===== src/design/slr_params.svh =====
// Constants for the sub-link router and timing encoder
`ifndef SLR_PARAMS_SVH
`define SLR_PARAMS_SVH
// ----------------------------------------------------------------
// Register byte offsets
// ----------------------------------------------------------------
`define SLR_OFF_ENABLE   12'h000
`define SLR_OFF_WIDTH    12'h004
`define SLR_OFF_OPTION   12'h008
`define SLR_OFF_MODE     12'h00C
`define SLR_OFF_STATUS   12'h010
// ----------------------------------------------------------------
// Fields and reset values
// ----------------------------------------------------------------
`define SLR_MODE_WIDE_BIT   0
`define SLR_MODE_CTL_BIT    1
`define SLR_MODE_B24_BIT    2
`define SLR_RST_ENABLE      32'h0000_0000
`define SLR_RST_WIDTH       32'h0000_0000
`define SLR_RST_OPTION      32'h0000_0000
`define SLR_RST_MODE        32'h0000_0000
// ----------------------------------------------------------------
// Frame geometry and timing
// ----------------------------------------------------------------
`define SLR_PAYLOAD_BITS    80
`define SLR_GROUP_BITS      16
`define SLR_NUM_GROUPS      5
`define SLR_TEST_PULSE_BC   16
`define SLR_INFO_BYTES      26
`define SLR_IDLE_BYTE       8'h55
`endif


===== src/design/slr_pkg.sv =====
// Types shared by the sub-link router and timing encoder
package slr_pkg;
   // Sub-link width per group
   typedef enum logic [1:0] {
      SLR_W2   = 2'b00,
      SLR_W4   = 2'b01,
      SLR_W8   = 2'b10,
      SLR_W16  = 2'b11
   } slr_width_e;
   // Decoded timing inputs of one crossing
   typedef struct packed {
      logic       accept;
      logic       bchan;
      logic [7:0] brcst;
   } slr_ttc_s;
endpackage


===== src/design/slr_ttc_enc.sv =====
// Timing option encoder for one to-front-end sub-link group
`include "slr_params.svh"
module slr_ttc_enc (
   // Clock and reset
   input wire logic clk_sys,
   input wire logic nrst,
   // Crossing strobe and decoded timing
   input wire logic bc_en,
   input wire slr_pkg::slr_ttc_s ttc,
   input wire logic [2:0] option,
   // Encoded 8 bits, bit 0 sent first
   output logic [7:0] code
);
   import slr_pkg::*;
   typedef struct packed {
      logic [4:0] tp_cnt;
      logic       ocr_2nd;
      logic [7:0] code;
   } slr_enc_s;
   slr_enc_s st, next_st;
   logic bunch_counter_reset, event_counter_reset, tp, b3;
   always_comb begin
      next_st = st;
      bunch_counter_reset = ttc.brcst[0];
      event_counter_reset = ttc.brcst[1];
      tp = 1'b0;
      b3 = ttc.brcst[3];
      if (bc_en) begin
         // Broadcast bits are levels, repeated by the source
         if (option == 3'd7) begin
            // Two consecutive bunch resets form an orbit reset
            next_st.ocr_2nd = ttc.brcst[7];
            bunch_counter_reset = ttc.brcst[0] | ttc.brcst[7] | st.ocr_2nd;
            // Test pulse held for sixteen crossings
            if (ttc.brcst[2]) begin
               next_st.tp_cnt = 5'(`SLR_TEST_PULSE_BC - 1);
            end else if (st.tp_cnt != 5'h00) begin
               next_st.tp_cnt = st.tp_cnt - 5'h01;
            end
            tp = ttc.brcst[2] | (st.tp_cnt != 5'h00);
         end else begin
            next_st.ocr_2nd = 1'b0;
            next_st.tp_cnt = 5'h00;
            tp = ttc.brcst[2];
         end
         // Index 0 is bunch reset, index 1 event reset
         case (option)
            3'd0: next_st.code = {6'h00, ttc.bchan, ttc.accept};
            3'd1: next_st.code = {4'h0, ttc.bchan, event_counter_reset, bunch_counter_reset,
                                  ttc.accept};
            3'd2: next_st.code = {4'h0, ttc.brcst[2], event_counter_reset, bunch_counter_reset,
                                  ttc.accept};
            3'd3: next_st.code = {ttc.bchan, ttc.brcst[5:2], event_counter_reset, bunch_counter_reset,
                                  ttc.accept};
            3'd5: next_st.code = {4'h0, {4{bunch_counter_reset}}};
            3'd6: next_st.code = {6'h00, {2{bunch_counter_reset}}};
            // Copied bits; test pulse stretched under option 7 only
            3'd4, 3'd7: next_st.code = {ttc.accept, b3, tp, event_counter_reset, bunch_counter_reset,
                                        ttc.accept, ttc.brcst[5], event_counter_reset};
            default: next_st.code = 8'h00;
         endcase
      end
   end
   always_ff @(posedge clk_sys or negedge nrst) begin
      if (!nrst) begin
         st <= '0;
      end else begin
         st <= next_st;
      end
   end
   assign code = st.code;
   // Crossings are several clocks apart, so the repeat is tracked by state
   AST_OCR_TWICE: assert property (
      @(posedge clk_sys) disable iff (!nrst)
      bc_en && option == 3'd7 && (ttc.brcst[7] || st.ocr_2nd) |=> code[3])
      else $error("second bunch reset missing");
   AST_TP_HOLD: assert property (
      @(posedge clk_sys) disable iff (!nrst)
      bc_en && option == 3'd7 && ttc.brcst[2] |=> st.tp_cnt == 5'd15)
      else $error("test pulse hold not loaded");
   AST_OPT0: assert property (
      @(posedge clk_sys) disable iff (!nrst)
      bc_en && option == 3'd0 |=> code == {6'h00, $past(ttc.bchan),
      $past(ttc.accept)})
      else $error("option 0 layout wrong");
   COV_OPT7_TP: cover property (@(posedge clk_sys) disable iff (!nrst)
      option == 3'd7 && st.tp_cnt == 5'd1);
endmodule


===== src/design/slr_hdlc_tx.sv =====
// Two-bit HDLC sender: flags when idle, stuffing after five ones
`include "slr_params.svh"
module slr_hdlc_tx (
   // Clock and reset
   input wire logic clk_sys,
   input wire logic nrst,
   // Crossing strobe
   input wire logic bc_en,
   // Byte source
   input wire logic in_valid,
   input wire logic [7:0] in_data,
   output logic in_ready,
   // Two-bit output, bit 0 first
   output logic [1:0] dout
);
   import slr_pkg::*;
   typedef struct packed {
      logic [7:0] sh;
      logic [3:0] left;
      logic       flag;
      logic [2:0] ones;
      logic [1:0] dout;
   } slr_hdlc_s;
   slr_hdlc_s st, next_st;
   logic [1:0] o;
   logic bit_v;
   integer i;
   always_comb begin
      next_st = st;
      o = 2'b00;
      bit_v = 1'b0;
      in_ready = bc_en && st.left == 4'h0 && !st.flag;
      if (bc_en) begin
         for (i = 0; i < 2; i++) begin
            if (next_st.left == 4'h0) begin
               if (in_valid && !next_st.flag && i == 0) begin
                  next_st.sh = in_data;
               end else begin
                  next_st.sh = 8'h7E;
                  next_st.flag = 1'b1;
               end
               next_st.left = 4'h8;
            end
            if (!next_st.flag && next_st.ones == 3'd5) begin
               bit_v = 1'b0;
               next_st.ones = 3'd0;
            end else begin
               bit_v = next_st.sh[0];
               next_st.sh = {1'b0, next_st.sh[7:1]};
               next_st.left = next_st.left - 4'h1;
               next_st.ones = (bit_v && !next_st.flag) ?
                  next_st.ones + 3'd1 : 3'd0;
               if (next_st.left == 4'h0) begin
                  next_st.flag = 1'b0;
               end
            end
            o[i] = bit_v;
         end
         next_st.dout = o;
      end
   end
   always_ff @(posedge clk_sys or negedge nrst) begin
      if (!nrst) begin
         st <= '0;
      end else begin
         st <= next_st;
      end
   end
   assign dout = st.dout;
endmodule


===== src/design/slr_router.sv =====
// Sub-link router with timing encoder and register slave
//
// Functional notes
// - Sub-links may be 2, 4 or 8 bits per crossing.
// - A 16-bit sub-link width is unsupported; such links forward nothing and send no idle.
// - Normal frame payload is 80 bits; unassigned bits stay unused.
// - Wide framing with 112 bits is not implemented.
// - Payload splits into 16-bit groups of equal-width sub-links.
// - Each group has eight endpoints; width decides which are used.
// - Each sub-link has an 11-bit identifier encoding its endpoint; only host_id0 is output here, tied to zero.
// - Wide-stream mode forwards the whole payload undivided.
// - Restricted build limits widths; group 3 has no outbound links; its disabled links still send idle here.
// - A virtual sub-link emits a 26-byte packet per trigger accept; accepts arriving during a packet are dropped here.
// - Bit 0 of each sub-link is sent first.
// - Option 0: accept on bit 0, raw B-channel on bit 1.
// - Options 1 and 2: accept, bunch reset, event reset, then bit 3.
// - Broadcast 0 is bunch reset, 1 event reset, 7..2 user bits.
// - Option 3 layout; options 5 and 6 repeat bunch reset.
// - Options 4 and 7 copy some timing bits; only option 7 stretches.
// - Option 7: broadcast 7 gives two consecutive bunch resets.
// - Option 7: test pulse request held sixteen crossings.
// - User broadcast bits follow the source, no latching or toggle.
// - Slow-control links are 2-bit HDLC, encoded here.
// - Slow control needs one enabled HDLC link each direction.
// - External control link is 2-bit HDLC or 2-bit 8b/10b; the 8b/10b setting here drives zeros.
// - Control and timing-to-host data always time out at once.
//
// The placing of the registers and the AXI4-Lite interface to the registers are this design's own decisions.
`include "slr_params.svh"
module slr_router #(
   parameter int NGRP = `SLR_NUM_GROUPS
) (
   // Clock and reset
   input wire logic clk_sys,
   input wire logic nrst,
   // AXI4-Lite slave
   input wire logic [11:0] s_axi_awaddr,
   input wire logic s_axi_awvalid,
   output logic s_axi_awready,
   input wire logic [31:0] s_axi_wdata,
   input wire logic [3:0] s_axi_wstrb,
   input wire logic s_axi_wvalid,
   output logic s_axi_wready,
   output logic [1:0] s_axi_bresp,
   output logic s_axi_bvalid,
   input wire logic s_axi_bready,
   input wire logic [11:0] s_axi_araddr,
   input wire logic s_axi_arvalid,
   output logic s_axi_arready,
   output logic [31:0] s_axi_rdata,
   output logic [1:0] s_axi_rresp,
   output logic s_axi_rvalid,
   input wire logic s_axi_rready,
   // Crossing strobe and decoded timing
   input wire logic bc_en,
   input wire slr_pkg::slr_ttc_s ttc,
   // Received payload, normal framing only
   input wire logic [79:0] rx_payload,
   // To-host sub-link data
   output logic [79:0] host_data,
   output logic [39:0] host_valid,
   output logic [10:0] host_id0,
   output logic wide_valid,
   // To-host control channel and its flush
   output logic [1:0] ctl_rx,
   output logic ctl_flush,
   // Slow-control byte source for the control link
   input wire logic ctl_tx_valid,
   input wire logic [7:0] ctl_tx_data,
   output logic ctl_tx_ready,
   output logic [1:0] ctl_tx,
   // Outgoing frame payload
   output logic [79:0] tx_payload,
   // Trigger information packet stream
   output logic [7:0] info_data,
   output logic info_valid,
   output logic info_last,
   output logic info_flush
);
   import slr_pkg::*;
   // ----------------------------------------------------------------
   // State
   // ----------------------------------------------------------------
   typedef struct packed {
      logic        aw_got;
      logic        w_got;
      logic [11:0] awaddr;
      logic [31:0] wdata;
      logic [3:0]  wstrb;
      logic        bvalid;
      logic [1:0]  bresp;
      logic        rvalid;
      logic [1:0]  rresp;
      logic [31:0] rdata;
      logic [31:0] enable;
      logic [31:0] width;
      logic [31:0] option;
      logic [31:0] mode;
      logic [79:0] host_data;
      logic [39:0] host_valid;
      logic        wide_valid;
      logic [1:0]  ctl_rx;
      logic        ctl_flush;
      logic [79:0] tx_payload;
      logic [4:0]  info_cnt;
      logic [31:0] trig_cnt;
      logic [7:0]  info_data;
      logic        info_valid;
      logic        info_last;
      logic        info_flush;
   } slr_top_s;
   slr_top_s st, next_st;
   logic [7:0] enc_code [NGRP];
   logic [1:0] hdlc_out;
   logic aw_take, w_take, ar_take;
   logic [31:0] status;
   slr_width_e gw;
   logic [2:0] ep;
   integer g, k;
   // ----------------------------------------------------------------
   // Timing encoders and control-link sender
   // ----------------------------------------------------------------
   genvar gi;
   generate
      for (gi = 0; gi < NGRP; gi++) begin : g_enc
         slr_ttc_enc u_enc (
            .clk_sys(clk_sys),
            .nrst(nrst),
            .bc_en(bc_en),
            .ttc(ttc),
            .option(st.option[3*gi +: 3]),
            .code(enc_code[gi])
         );
      end
   endgenerate
   slr_hdlc_tx u_hdlc (
      .clk_sys(clk_sys),
      .nrst(nrst),
      .bc_en(bc_en),
      .in_valid(ctl_tx_valid),
      .in_data(ctl_tx_data),
      .in_ready(ctl_tx_ready),
      .dout(hdlc_out)
   );
   // Control link is driven to zero when the control mode bit is set
   assign ctl_tx = st.mode[`SLR_MODE_CTL_BIT] ? 2'b00 : hdlc_out;
   // ----------------------------------------------------------------
   // Routing and bus
   // ----------------------------------------------------------------
   assign aw_take = s_axi_awvalid && !st.aw_got && !st.bvalid;
   assign w_take = s_axi_wvalid && !st.w_got && !st.bvalid;
   assign ar_take = s_axi_arvalid && !st.rvalid;
   assign status = {st.trig_cnt[27:0], 1'b0, st.mode[2:0]};
   always_comb begin
      next_st = st;
      gw = SLR_W2;
      ep = 3'd0;
      // Bus: address and data in either order, response after both
      if (aw_take) begin
         next_st.aw_got = 1'b1;
         next_st.awaddr = s_axi_awaddr;
      end
      if (w_take) begin
         next_st.w_got = 1'b1;
         next_st.wdata = s_axi_wdata;
         next_st.wstrb = s_axi_wstrb;
      end
      if (next_st.aw_got && next_st.w_got) begin
         next_st.aw_got = 1'b0;
         next_st.w_got = 1'b0;
         next_st.bvalid = 1'b1;
         next_st.bresp = 2'b00;
         for (k = 0; k < 4; k++) begin
            if (next_st.wstrb[k]) begin
               case (next_st.awaddr)
                  `SLR_OFF_ENABLE: next_st.enable[8*k +: 8] =
                     next_st.wdata[8*k +: 8];
                  `SLR_OFF_WIDTH: next_st.width[8*k +: 8] =
                     next_st.wdata[8*k +: 8];
                  `SLR_OFF_OPTION: next_st.option[8*k +: 8] =
                     next_st.wdata[8*k +: 8];
                  `SLR_OFF_MODE: next_st.mode[8*k +: 8] =
                     next_st.wdata[8*k +: 8];
                  default: next_st.bresp = 2'b10;
               endcase
            end
         end
         if (!(next_st.awaddr inside {`SLR_OFF_ENABLE, `SLR_OFF_WIDTH,
             `SLR_OFF_OPTION, `SLR_OFF_MODE})) begin
            next_st.bresp = 2'b10;
         end
      end
      if (st.bvalid && s_axi_bready) begin
         next_st.bvalid = 1'b0;
      end
      if (st.rvalid && s_axi_rready) begin
         next_st.rvalid = 1'b0;
      end
      if (ar_take) begin
         next_st.rvalid = 1'b1;
         next_st.rresp = 2'b00;
         case (s_axi_araddr)
            `SLR_OFF_ENABLE: next_st.rdata = st.enable;
            `SLR_OFF_WIDTH: next_st.rdata = st.width;
            `SLR_OFF_OPTION: next_st.rdata = st.option;
            `SLR_OFF_MODE: next_st.rdata = st.mode;
            `SLR_OFF_STATUS: next_st.rdata = status;
            default: begin
               next_st.rdata = 32'h0000_0000;
               next_st.rresp = 2'b10;
            end
         endcase
      end
      // Per-crossing routing
      next_st.info_valid = 1'b0;
      next_st.info_last = 1'b0;
      next_st.info_flush = 1'b0;
      next_st.ctl_flush = 1'b0;
      if (bc_en) begin
         next_st.host_valid = '0;
         next_st.wide_valid = 1'b0;
         next_st.host_data = '0;
         next_st.tx_payload = '0;
         if (st.mode[`SLR_MODE_WIDE_BIT]) begin
            // Whole payload forwarded as one stream
            next_st.host_data = rx_payload;
            next_st.wide_valid = 1'b1;
         end else begin
            // Groups of 16 bits inside the 80-bit payload
            for (g = 0; g < NGRP; g++) begin
               gw = slr_width_e'(st.width[2*g +: 2]);
               if (st.mode[`SLR_MODE_B24_BIT]) begin
                  // Restricted build limits selectable widths
                  if (g == 4 || (g >= 2 && gw == SLR_W2)) begin
                     gw = SLR_W8;
                  end
               end
               // Endpoints in use depend on width
               for (k = 0; k < 8; k++) begin
                  ep = 3'(k);
                  if (st.enable[8*g + k] && gw != SLR_W16 &&
                      ((gw == SLR_W2) || (gw == SLR_W4 && !ep[0]) ||
                       (gw == SLR_W8 && ep[1:0] == 2'b00))) begin
                     next_st.host_valid[8*g + k] = 1'b1;
                     next_st.host_data[16*g + 2*k +: 2] =
                        rx_payload[16*g + 2*k +: 2];
                     // Outgoing option code, bit 0 leads
                     if (!(st.mode[`SLR_MODE_B24_BIT] && g == 3)) begin
                        case (gw)
                           SLR_W2: next_st.tx_payload[16*g + 2*k +: 2] =
                              enc_code[g][1:0];
                           SLR_W4: next_st.tx_payload[16*g + 2*k +: 4] =
                              enc_code[g][3:0];
                           default: next_st.tx_payload[16*g + 2*k +: 8] =
                              enc_code[g];
                        endcase
                     end
                  end else if (gw != SLR_W16 && ((gw == SLR_W2) ||
                     (gw == SLR_W4 && !ep[0]) ||
                     (gw == SLR_W8 && ep[1:0] == 2'b00))) begin
                     // Disabled link sends idle outward
                     next_st.tx_payload[16*g + 2*k +: 2] = 2'b01;
                  end
               end
               // Wider links hold the data of their lower endpoints
               for (k = 0; k < 8; k++) begin
                  if (next_st.host_valid[8*g + k]) begin
                     next_st.host_data[16*g + 2*k +: 8] = (gw == SLR_W8) ?
                        rx_payload[16*g + 2*k +: 8] :
                        (gw == SLR_W4) ? {4'h0, rx_payload[16*g+2*k +: 4]} :
                        {6'h00, rx_payload[16*g + 2*k +: 2]};
                  end
               end
            end
         end
         next_st.ctl_rx = rx_payload[1:0];
         // Control data flushed every crossing
         next_st.ctl_flush = 1'b1;
      end
      // Information packet per trigger accept; accepts during a packet are ignored
      if (st.info_cnt != 5'd0) begin
         next_st.info_valid = 1'b1;
         next_st.info_data = (st.info_cnt > 5'd22) ?
            st.trig_cnt[8*(5'd26 - st.info_cnt) +: 8] : 8'h00;
         next_st.info_cnt = st.info_cnt - 5'd1;
         next_st.info_last = (st.info_cnt == 5'd1);
         next_st.info_flush = (st.info_cnt == 5'd1);
      end else if (bc_en && ttc.accept && st.enable[31]) begin
         next_st.info_cnt = 5'(`SLR_INFO_BYTES);
         next_st.trig_cnt = st.trig_cnt + 32'h0000_0001;
      end
   end
   always_ff @(posedge clk_sys or negedge nrst) begin
      if (!nrst) begin
         st <= '0;
      end else begin
         st <= next_st;
      end
   end
   // ----------------------------------------------------------------
   // Outputs
   // ----------------------------------------------------------------
   assign s_axi_awready = !st.aw_got && !st.bvalid;
   assign s_axi_wready = !st.w_got && !st.bvalid;
   assign s_axi_bvalid = st.bvalid;
   assign s_axi_bresp = st.bresp;
   assign s_axi_arready = !st.rvalid;
   assign s_axi_rvalid = st.rvalid;
   assign s_axi_rdata = st.rdata;
   assign s_axi_rresp = st.rresp;
   assign host_data = st.host_data;
   assign host_valid = st.host_valid;
   // Identifier: link index, group and endpoint
   assign host_id0 = {5'h00, 3'd0, 3'd0};
   assign wide_valid = st.wide_valid;
   assign ctl_rx = st.ctl_rx;
   assign ctl_flush = st.ctl_flush;
   assign tx_payload = st.tx_payload;
   assign info_data = st.info_data;
   assign info_valid = st.info_valid;
   assign info_last = st.info_last;
   assign info_flush = st.info_flush;
   // ----------------------------------------------------------------
   // Checks
   // ----------------------------------------------------------------
   AST_W16_OFF: assert property (
      @(posedge clk_sys) disable iff (!nrst)
      bc_en && !st.mode[0] && st.width[1:0] == 2'b11 |=>
      host_valid[7:0] == 8'h00)
      else $error("16-bit link forwarded data");
   AST_DIS_IDLE: assert property (
      @(posedge clk_sys) disable iff (!nrst)
      bc_en && !st.mode[0] && !st.mode[2] && st.width[1:0] == 2'b00 &&
      !st.enable[0] |=> tx_payload[1:0] == 2'b01 && !host_valid[0])
      else $error("disabled link not idle");
   AST_WIDE: assert property (
      @(posedge clk_sys) disable iff (!nrst)
      bc_en && st.mode[0] |=> wide_valid && host_valid == '0)
      else $error("wide stream not forwarded");
   AST_INFO_LEN: assert property (
      @(posedge clk_sys) disable iff (!nrst)
      $rose(st.info_cnt == 5'd26) |-> ##26 info_last)
      else $error("info packet length wrong");
   AST_CTL_FLUSH: assert property (
      @(posedge clk_sys) disable iff (!nrst)
      bc_en |=> ctl_flush)
      else $error("control channel not flushed");
   AST_BRESP: assert property (@(posedge clk_sys) disable iff (!nrst)
      s_axi_bvalid && !s_axi_bready |=> s_axi_bvalid) else
      $error("write response dropped");
   COV_WIDE: cover property (@(posedge clk_sys) wide_valid);
   COV_INFO: cover property (@(posedge clk_sys) info_last);
   COV_WR: cover property (@(posedge clk_sys) s_axi_bvalid && s_axi_bready);
endmodule


===== config.mk =====
export PLATFORM = sky130hd
export DESIGN_NAME = slr_router
export DESIGN_NICKNAME = d
export VERILOG_FILES = /design/src/design/slr_pkg.sv /design/src/design/slr_ttc_enc.sv /design/src/design/slr_hdlc_tx.sv /design/src/design/slr_router.sv
export VERILOG_INCLUDE_DIRS = /design/src /design/src/design
export SDC_FILE = /design/constraint.sdc
export NUM_CORES = 1
export LEC_CHECK = 0
export ABC_CLOCK_PERIOD_IN_PS = 3100
export BUFFER_PORTS_ARGS = -buffer_cell sky130_fd_sc_hd__buf_2
export CAP_MARGIN = 5
export CORE_MARGIN = 2
export CORE_UTILIZATION = 45
export DETAILED_ROUTE_END_ITERATION = 8
export GPL_TIMING_DRIVEN = 0
export PLACE_DENSITY = 0.66
export SYNTH_ARGS = -nofsm -noshare
export SYNTH_HDL_FRONTEND = slang
export SYNTH_SLANG_ARGS = --single-unit

===== constraint.sdc =====
create_clock -name clk_sys -period 3.1 [get_ports clk_sys]
set_input_delay 0.155 -clock clk_sys [delete_from_list [all_inputs] [get_ports clk_sys]]
set_output_delay 0.155 -clock clk_sys [all_outputs]
set_load 0.1 [all_outputs]

# After elaboration in Yosys (flattened, before gate mapping)
# Index checks and enable logic that the tools add are counted.
# Widths: inputs -> output; s select.
# word_totals
register_bits	542
inputBits	167
word_cells	896
# op_classes
add_sub_neg	11
magnitude_cmp	1
n_eq_ne	57
shifts	1
mux	589
bitwise	10
reduce_logical	172
# ops
operator	count
$mux 8	141
$mux 6	64
$mux 2	155
$mux 4	73
$pmux 8 s7	4
$mux 80	2
$pmux 32 s5	1
$mux 1	120
$logic_and 1x1->1	98
$mux 13	7
$mux 81	1
$eq 3x3->1 const B	18
$eq 12x4->1 const B	4
$reduce_and 3->1	16
$mux 5	9
$mux 40	1
$mux 37	1
$mux 36	1
$mux 35	1
$shiftx 32x33->8	1
$add 32x1->32 const B	1
$reduce_bool 5->1	5
$sub 5x1->5 const B	5
$eq 12x3->1 const B	2
28 further kinds	110

# Depth between registers and ports, before layout
# depth
word_depth	110
mapped_depth	13
mapped_depth_nobuf	11

# Cells and area by module
# Synthesis repeated with hierarchy kept, for this count alone.
# unflattened
cells_unflattened	2539
area_unflattened_um2	27451.3
# modules_own_cells
module	n_inst	cells_each	area_per_inst_um2
slr_router	1	1937	22082.4
slr_ttc_enc (g_enc[0].u_enc ...)	3	110	991.0
slr_hdlc_tx	1	171	1478.9
slr_ttc_enc (g_enc[2].u_enc)	1	101	917.1

# Least setup slack after synthesis
# OpenSTA, ideal clock, no wires.
# synth_timing
path_type	reg2out
startpoint	register u_hdlc.st[6] in the netlist's numbering
endpoint	output port ctl_tx_ready
arrival_time_ps	3334
slack_ps	-389
path_stages_with_launch	6
path_cell_list	dfrtp_1 -> inv_1 -> ha_1 -> or3b_4 -> buf_6 -> nor3_1
# synth_via
elab_chain_len	3
# synth_lines
item	line	text
start, declared	slr_hdlc_tx.sv:24	slr_hdlc_s st, next_st;
start signal, assigned	slr_hdlc_tx.sv:66	st <= next_st;
$logic_not 4->1	slr_hdlc_tx.sv:32	in_ready = bc_en && st.left == 4'h0 && !st.flag;
$logic_and 1x1->1 (2 in series)	slr_hdlc_tx.sv:32	
end, declared	slr_router.sv:70	output logic ctl_tx_ready,
# Every way passes these cells.

# Worst setup path after layout
# layout_timing
startpoint	input port bc_en
endpoint	output port ctl_tx_ready
# layout_via
elab_chain_len	2
# layout_lines
item	line	text
start, declared	slr_router.sv:55	input wire logic bc_en,
$logic_and 1x1->1 (2 in series)	slr_hdlc_tx.sv:32	
# Every way passes these cells.

==> results.md <==
- The run finished with clean final reports.
- The number of warnings reported in the yosys synthesis log is 0.
- Setup violations remaining at the end of the flow were counted as 0.
- The first global-routing pass estimated 135,000 um of wire.
- The total CTS buffers is 58.
- The most used flip-flop cell after synthesis is sky130_fd_sc_hd__dfrtp_1.
- The number of fillers in the final layout is roughly 5,000.
- The highest clock rate is 0.337 GHz.
- The share of the Yosys chip area taken by registers is 49.3%.
- The worst hold slack is 0.0432 ns.
- In the routed design, unresolved DRC markers number 0.
- The maximum fanout along the worst path is 10.
- The final core area utilization is 56.5%.
- Wires add up to between 90,000 and 100,000 um.
- In this run the standard cell core region covers 0.0587 mm2.
- Setup repair after global routing left no endpoint under its margin.
- The fraction of final layout cells with drive strength greater than 1 is 32.4%.
- The vertical die dimension is 247 um.
- The share of the synthesized area in the top cell type is about 50%.
- The instance count of the mapped netlist is around 2,500.
- The synthesized cell area is about 0.027 mm2.
- Across all layers, the routed design uses 22,291 vias.
- The clock slew at the register clock pins of the worst setup and hold paths is 0.06 ns.
- The number of enable flip-flop cells after synthesis is 0.
- The initial antenna violation count is 2.
- From synthesis to final layout, the design area changed by 24.6%.
- The buffer depth of the longest clock path is 3.
- The floorplan step set the die width to about 250 um.
- The initial core utilization is 45.3%.
- The total power consumption of the routed design is 19.0 mW.
- The floorplan step defined a die boundary enclosing 0.0611 mm2.
- The count of H-tree levels built during CTS is 2.
- After layout, the worst path uses a little over nine tenths of the clock period.
- The number of I/O pins is around 440.
- The number of failing hold endpoints at the final stage is 0.
- The power density relative to cell area is 572 mW/mm2.
- After synthesis, the most frequently instantiated cells are sky130_fd_sc_hd__dfrtp_1, sky130_fd_sc_hd__buf_4, sky130_fd_sc_hd__nand2_1.
- The worst setup path is captured at an output port.
- The final max-slew violation count is 0.
- The routed length per instance is 22.7 um.
- For this block, the initial DRC count from the detailed router was about 2,100.
- For this run, asynchronously set or reset flops after synthesis account for 100%.
- The arrival time at the worst endpoint is 2.81 ns.
- The number of clock sinks seen by CTS is 524.
- The worst min-delay path class is in -> reg.
- Setup slack on the critical path of the routed design comes to 0.136 ns.
- The transition time at the pin with the least slew margin is about 1.1 ns.
- The aggregate global-route resource usage is 29.2%.
- The first detailed-routing pass ran for 5 iterations.
- A synthesized cell averages 10.5 um2.
- The CTS root buffer is sky130_fd_sc_hd__clkbuf_16.
- The worst setup path is launched from an input port.
- Across the routed clock network, the largest skew measured is between 0.02 and 0.03 ns.
- The kind of critical path is in -> out.
- The largest total area in the synthesized netlist belongs to sky130_fd_sc_hd__dfrtp_1.
- At the worst endpoint, the required time is ~2.9 ns.
- By area the synthesized netlist is led by sky130_fd_sc_hd__dfrtp_1, sky130_fd_sc_hd__mux2_2, sky130_fd_sc_hd__buf_4, sky130_fd_sc_hd__o2bb2ai_1, sky130_fd_sc_hd__nand2_1.
- After floorplanning, the core was divided into 89 placement rows.
- The weighted congestion reported at the end of routability-driven placement is 0.934.
- The number of antenna-violating nets in the routed design is 0.
- The leakage power figure is 16.0 nW.
- The worst-case IR drop observed on VDD is roughly 0.00051 V.
- The accumulated negative setup slack is 0 ns.
- The relative slew slack is 29.5%.
- In this run, synthesis produced a sequential element count of 524.
- The count of nets after finishing is about 3,300.
- Yosys instantiated no cell more often than sky130_fd_sc_hd__dfrtp_1.
- TritonCTS built the clock tree.
- The routed via count divided by cell count is 5.61.
- The number of different library cells used by synthesis comes to 83.
- The worst setup timing slack at the placement stage is -0.0197 ns.
- The pin count of the biggest net entering global routing is 121.
- The clock latency at the later pin of the worst-skew pair is 0.64 ns.
- The worst path in the final design needs a cycle of 2.96 ns, including I/O delays and setup.
- The half-perimeter wire length after placement is 67,700 um.
- The remaining global-route overflow is 0.
- The number of max-capacitance violations reported is 0.
- In this run the tool buffered the top-level ports with about 400 buffer cells.
- The via count of the first global-routing pass came to 21,616.
==> cells in the final DEF, fill, tap and decap left out, drive strengths merged, types with 101 or more instances in the layout <==
| cell | instances |
|---|---|
| clkbuf | 195 |
| o21ai | 147 |
| o2bb2ai | 101 |
| nand2 | 230 |
| nor2 | 112 |
| inv | 110 |
| buf | 705 |
| mux2 | 192 |
| dlygate4sd3 | 137 |
| dfrtp | 524 |
==> cell families after synthesis <==
kind of cell	count (synthesis)	share of synthesized area, %
buf+inv	515	11.1
simple gates	580	10.7
xor+xnor	42	1.38
other cells	1	0.0141
mux	248	10.7
flops	524	49.3
fa+ha+maj	22	1.03
compound gates	593	15.8
==> per-layer routing <==
metal	up-vias	share of wire, %	global-route usage, %
met5	-	0	0
met4	0	3.1	9.20
met3	157	6.5	4.57
met2	885	47	46.7
met1	11234	44	40.6
li1	10015	-	-
==> report_power, final <==
part	internal (mW)	leakage [nW]	switching, mW
sequential	7.39	6.96	0.360
clock	4.04	0.937	2.91
combinational	1.40	8.08	2.87
total	12.8	16.0	6.14
==> layout make-up <==
cell class	instances	area, um2	share of cell area (%)
Inverter	108	405	1.22
Tap cell	773	967	2.92
Buffer	406	2540	7.66
Antenna cell	1	2.50	0.00755
Clock buffer	82	1690	5.10
Timing Repair Buffer	549	3550	10.7
Sequential cell	524	13100	39.6
Clock inverter	19	228	0.687
Multi-Input combinational cell	1511	10700	32.2
==> state kept, by name, indices dropped and copies added, names as in the netlist <==
| name | cells |
|---|---|
| host_valid | 32 |
| ctl_rx | 2 |
| u_hdlc.dout | 2 |
| u_hdlc.st | 16 |
| host_data | 80 |
| st | 215 |
| info_data | 8 |
| info_flush | 1 |
| ctl_flush | 1 |
| g_enc.u_enc.st | 24 |
| tx_payload | 73 |
| info_valid | 1 |
| s_axi_rvalid | 1 |
| s_axi_bvalid | 1 |
| g_enc.u_enc.code | 32 |
| s_axi_bresp | 1 |
| wide_valid | 1 |
| s_axi_rdata | 32 |
| s_axi_rresp | 1 |
==> repair_timing <==
| action | in CTS | in global routing |
|---|---|---|
| endpoints found under the setup margin | 5 | 27 |
| hold endpoints to repair | 327 | 0 |
| hold buffers | 137 | 0 |
| resized for setup | 2 | 6 |
| buffers inserted | 0 | 5 |
| pin swaps | 0 | 0 |
==> path summary, 6_finish.rpt <==
| path | from | endpoint | cells after the start | slack (ns) |
|---|---|---|---|---|
| max in group asynchronous | nrst | st[450] | 4 | 1.49 |
| min in group asynchronous | nrst | u_hdlc.st[13] | 2 | 0.21 |
| max reg2reg | u_hdlc.st[7] | u_hdlc.st[3] | 12 | 0.18 |
| max | bc_en | ctl_tx_ready | 7 | 0.14 |
| min reg2reg | s_axi_rresp[1] | s_axi_rresp[1] | 2 | 0.48 |
| min | s_axi_arvalid | s_axi_rdata[31] | 3 | 0.04 |
==> through the flow <==
| step | instances | cell area (um2) |
|---|---|---|
| CTS | 3968 | 33100 |
| global route | 3973 | 33200 |
| detailed placement | 3730 | 29800 |
| floorplan | 2550 | 26700 |
| finish | 3973 | 33200 |
| global placement | 3726 | 29700 |
==> critical path, cell delays in order <==
cell and delay [ns]:
sky130_fd_sc_hd__buf_2 0.16, sky130_fd_sc_hd__clkbuf_1 0.26, sky130_fd_sc_hd__inv_2 0.31, sky130_fd_sc_hd__clkbuf_1 0.64
sky130_fd_sc_hd__clkbuf_1 0.85, sky130_fd_sc_hd__nor3_2 0.09, sky130_fd_sc_hd__buf_2 0.33
No activity file was read; power rests on OpenSTA's default activity.
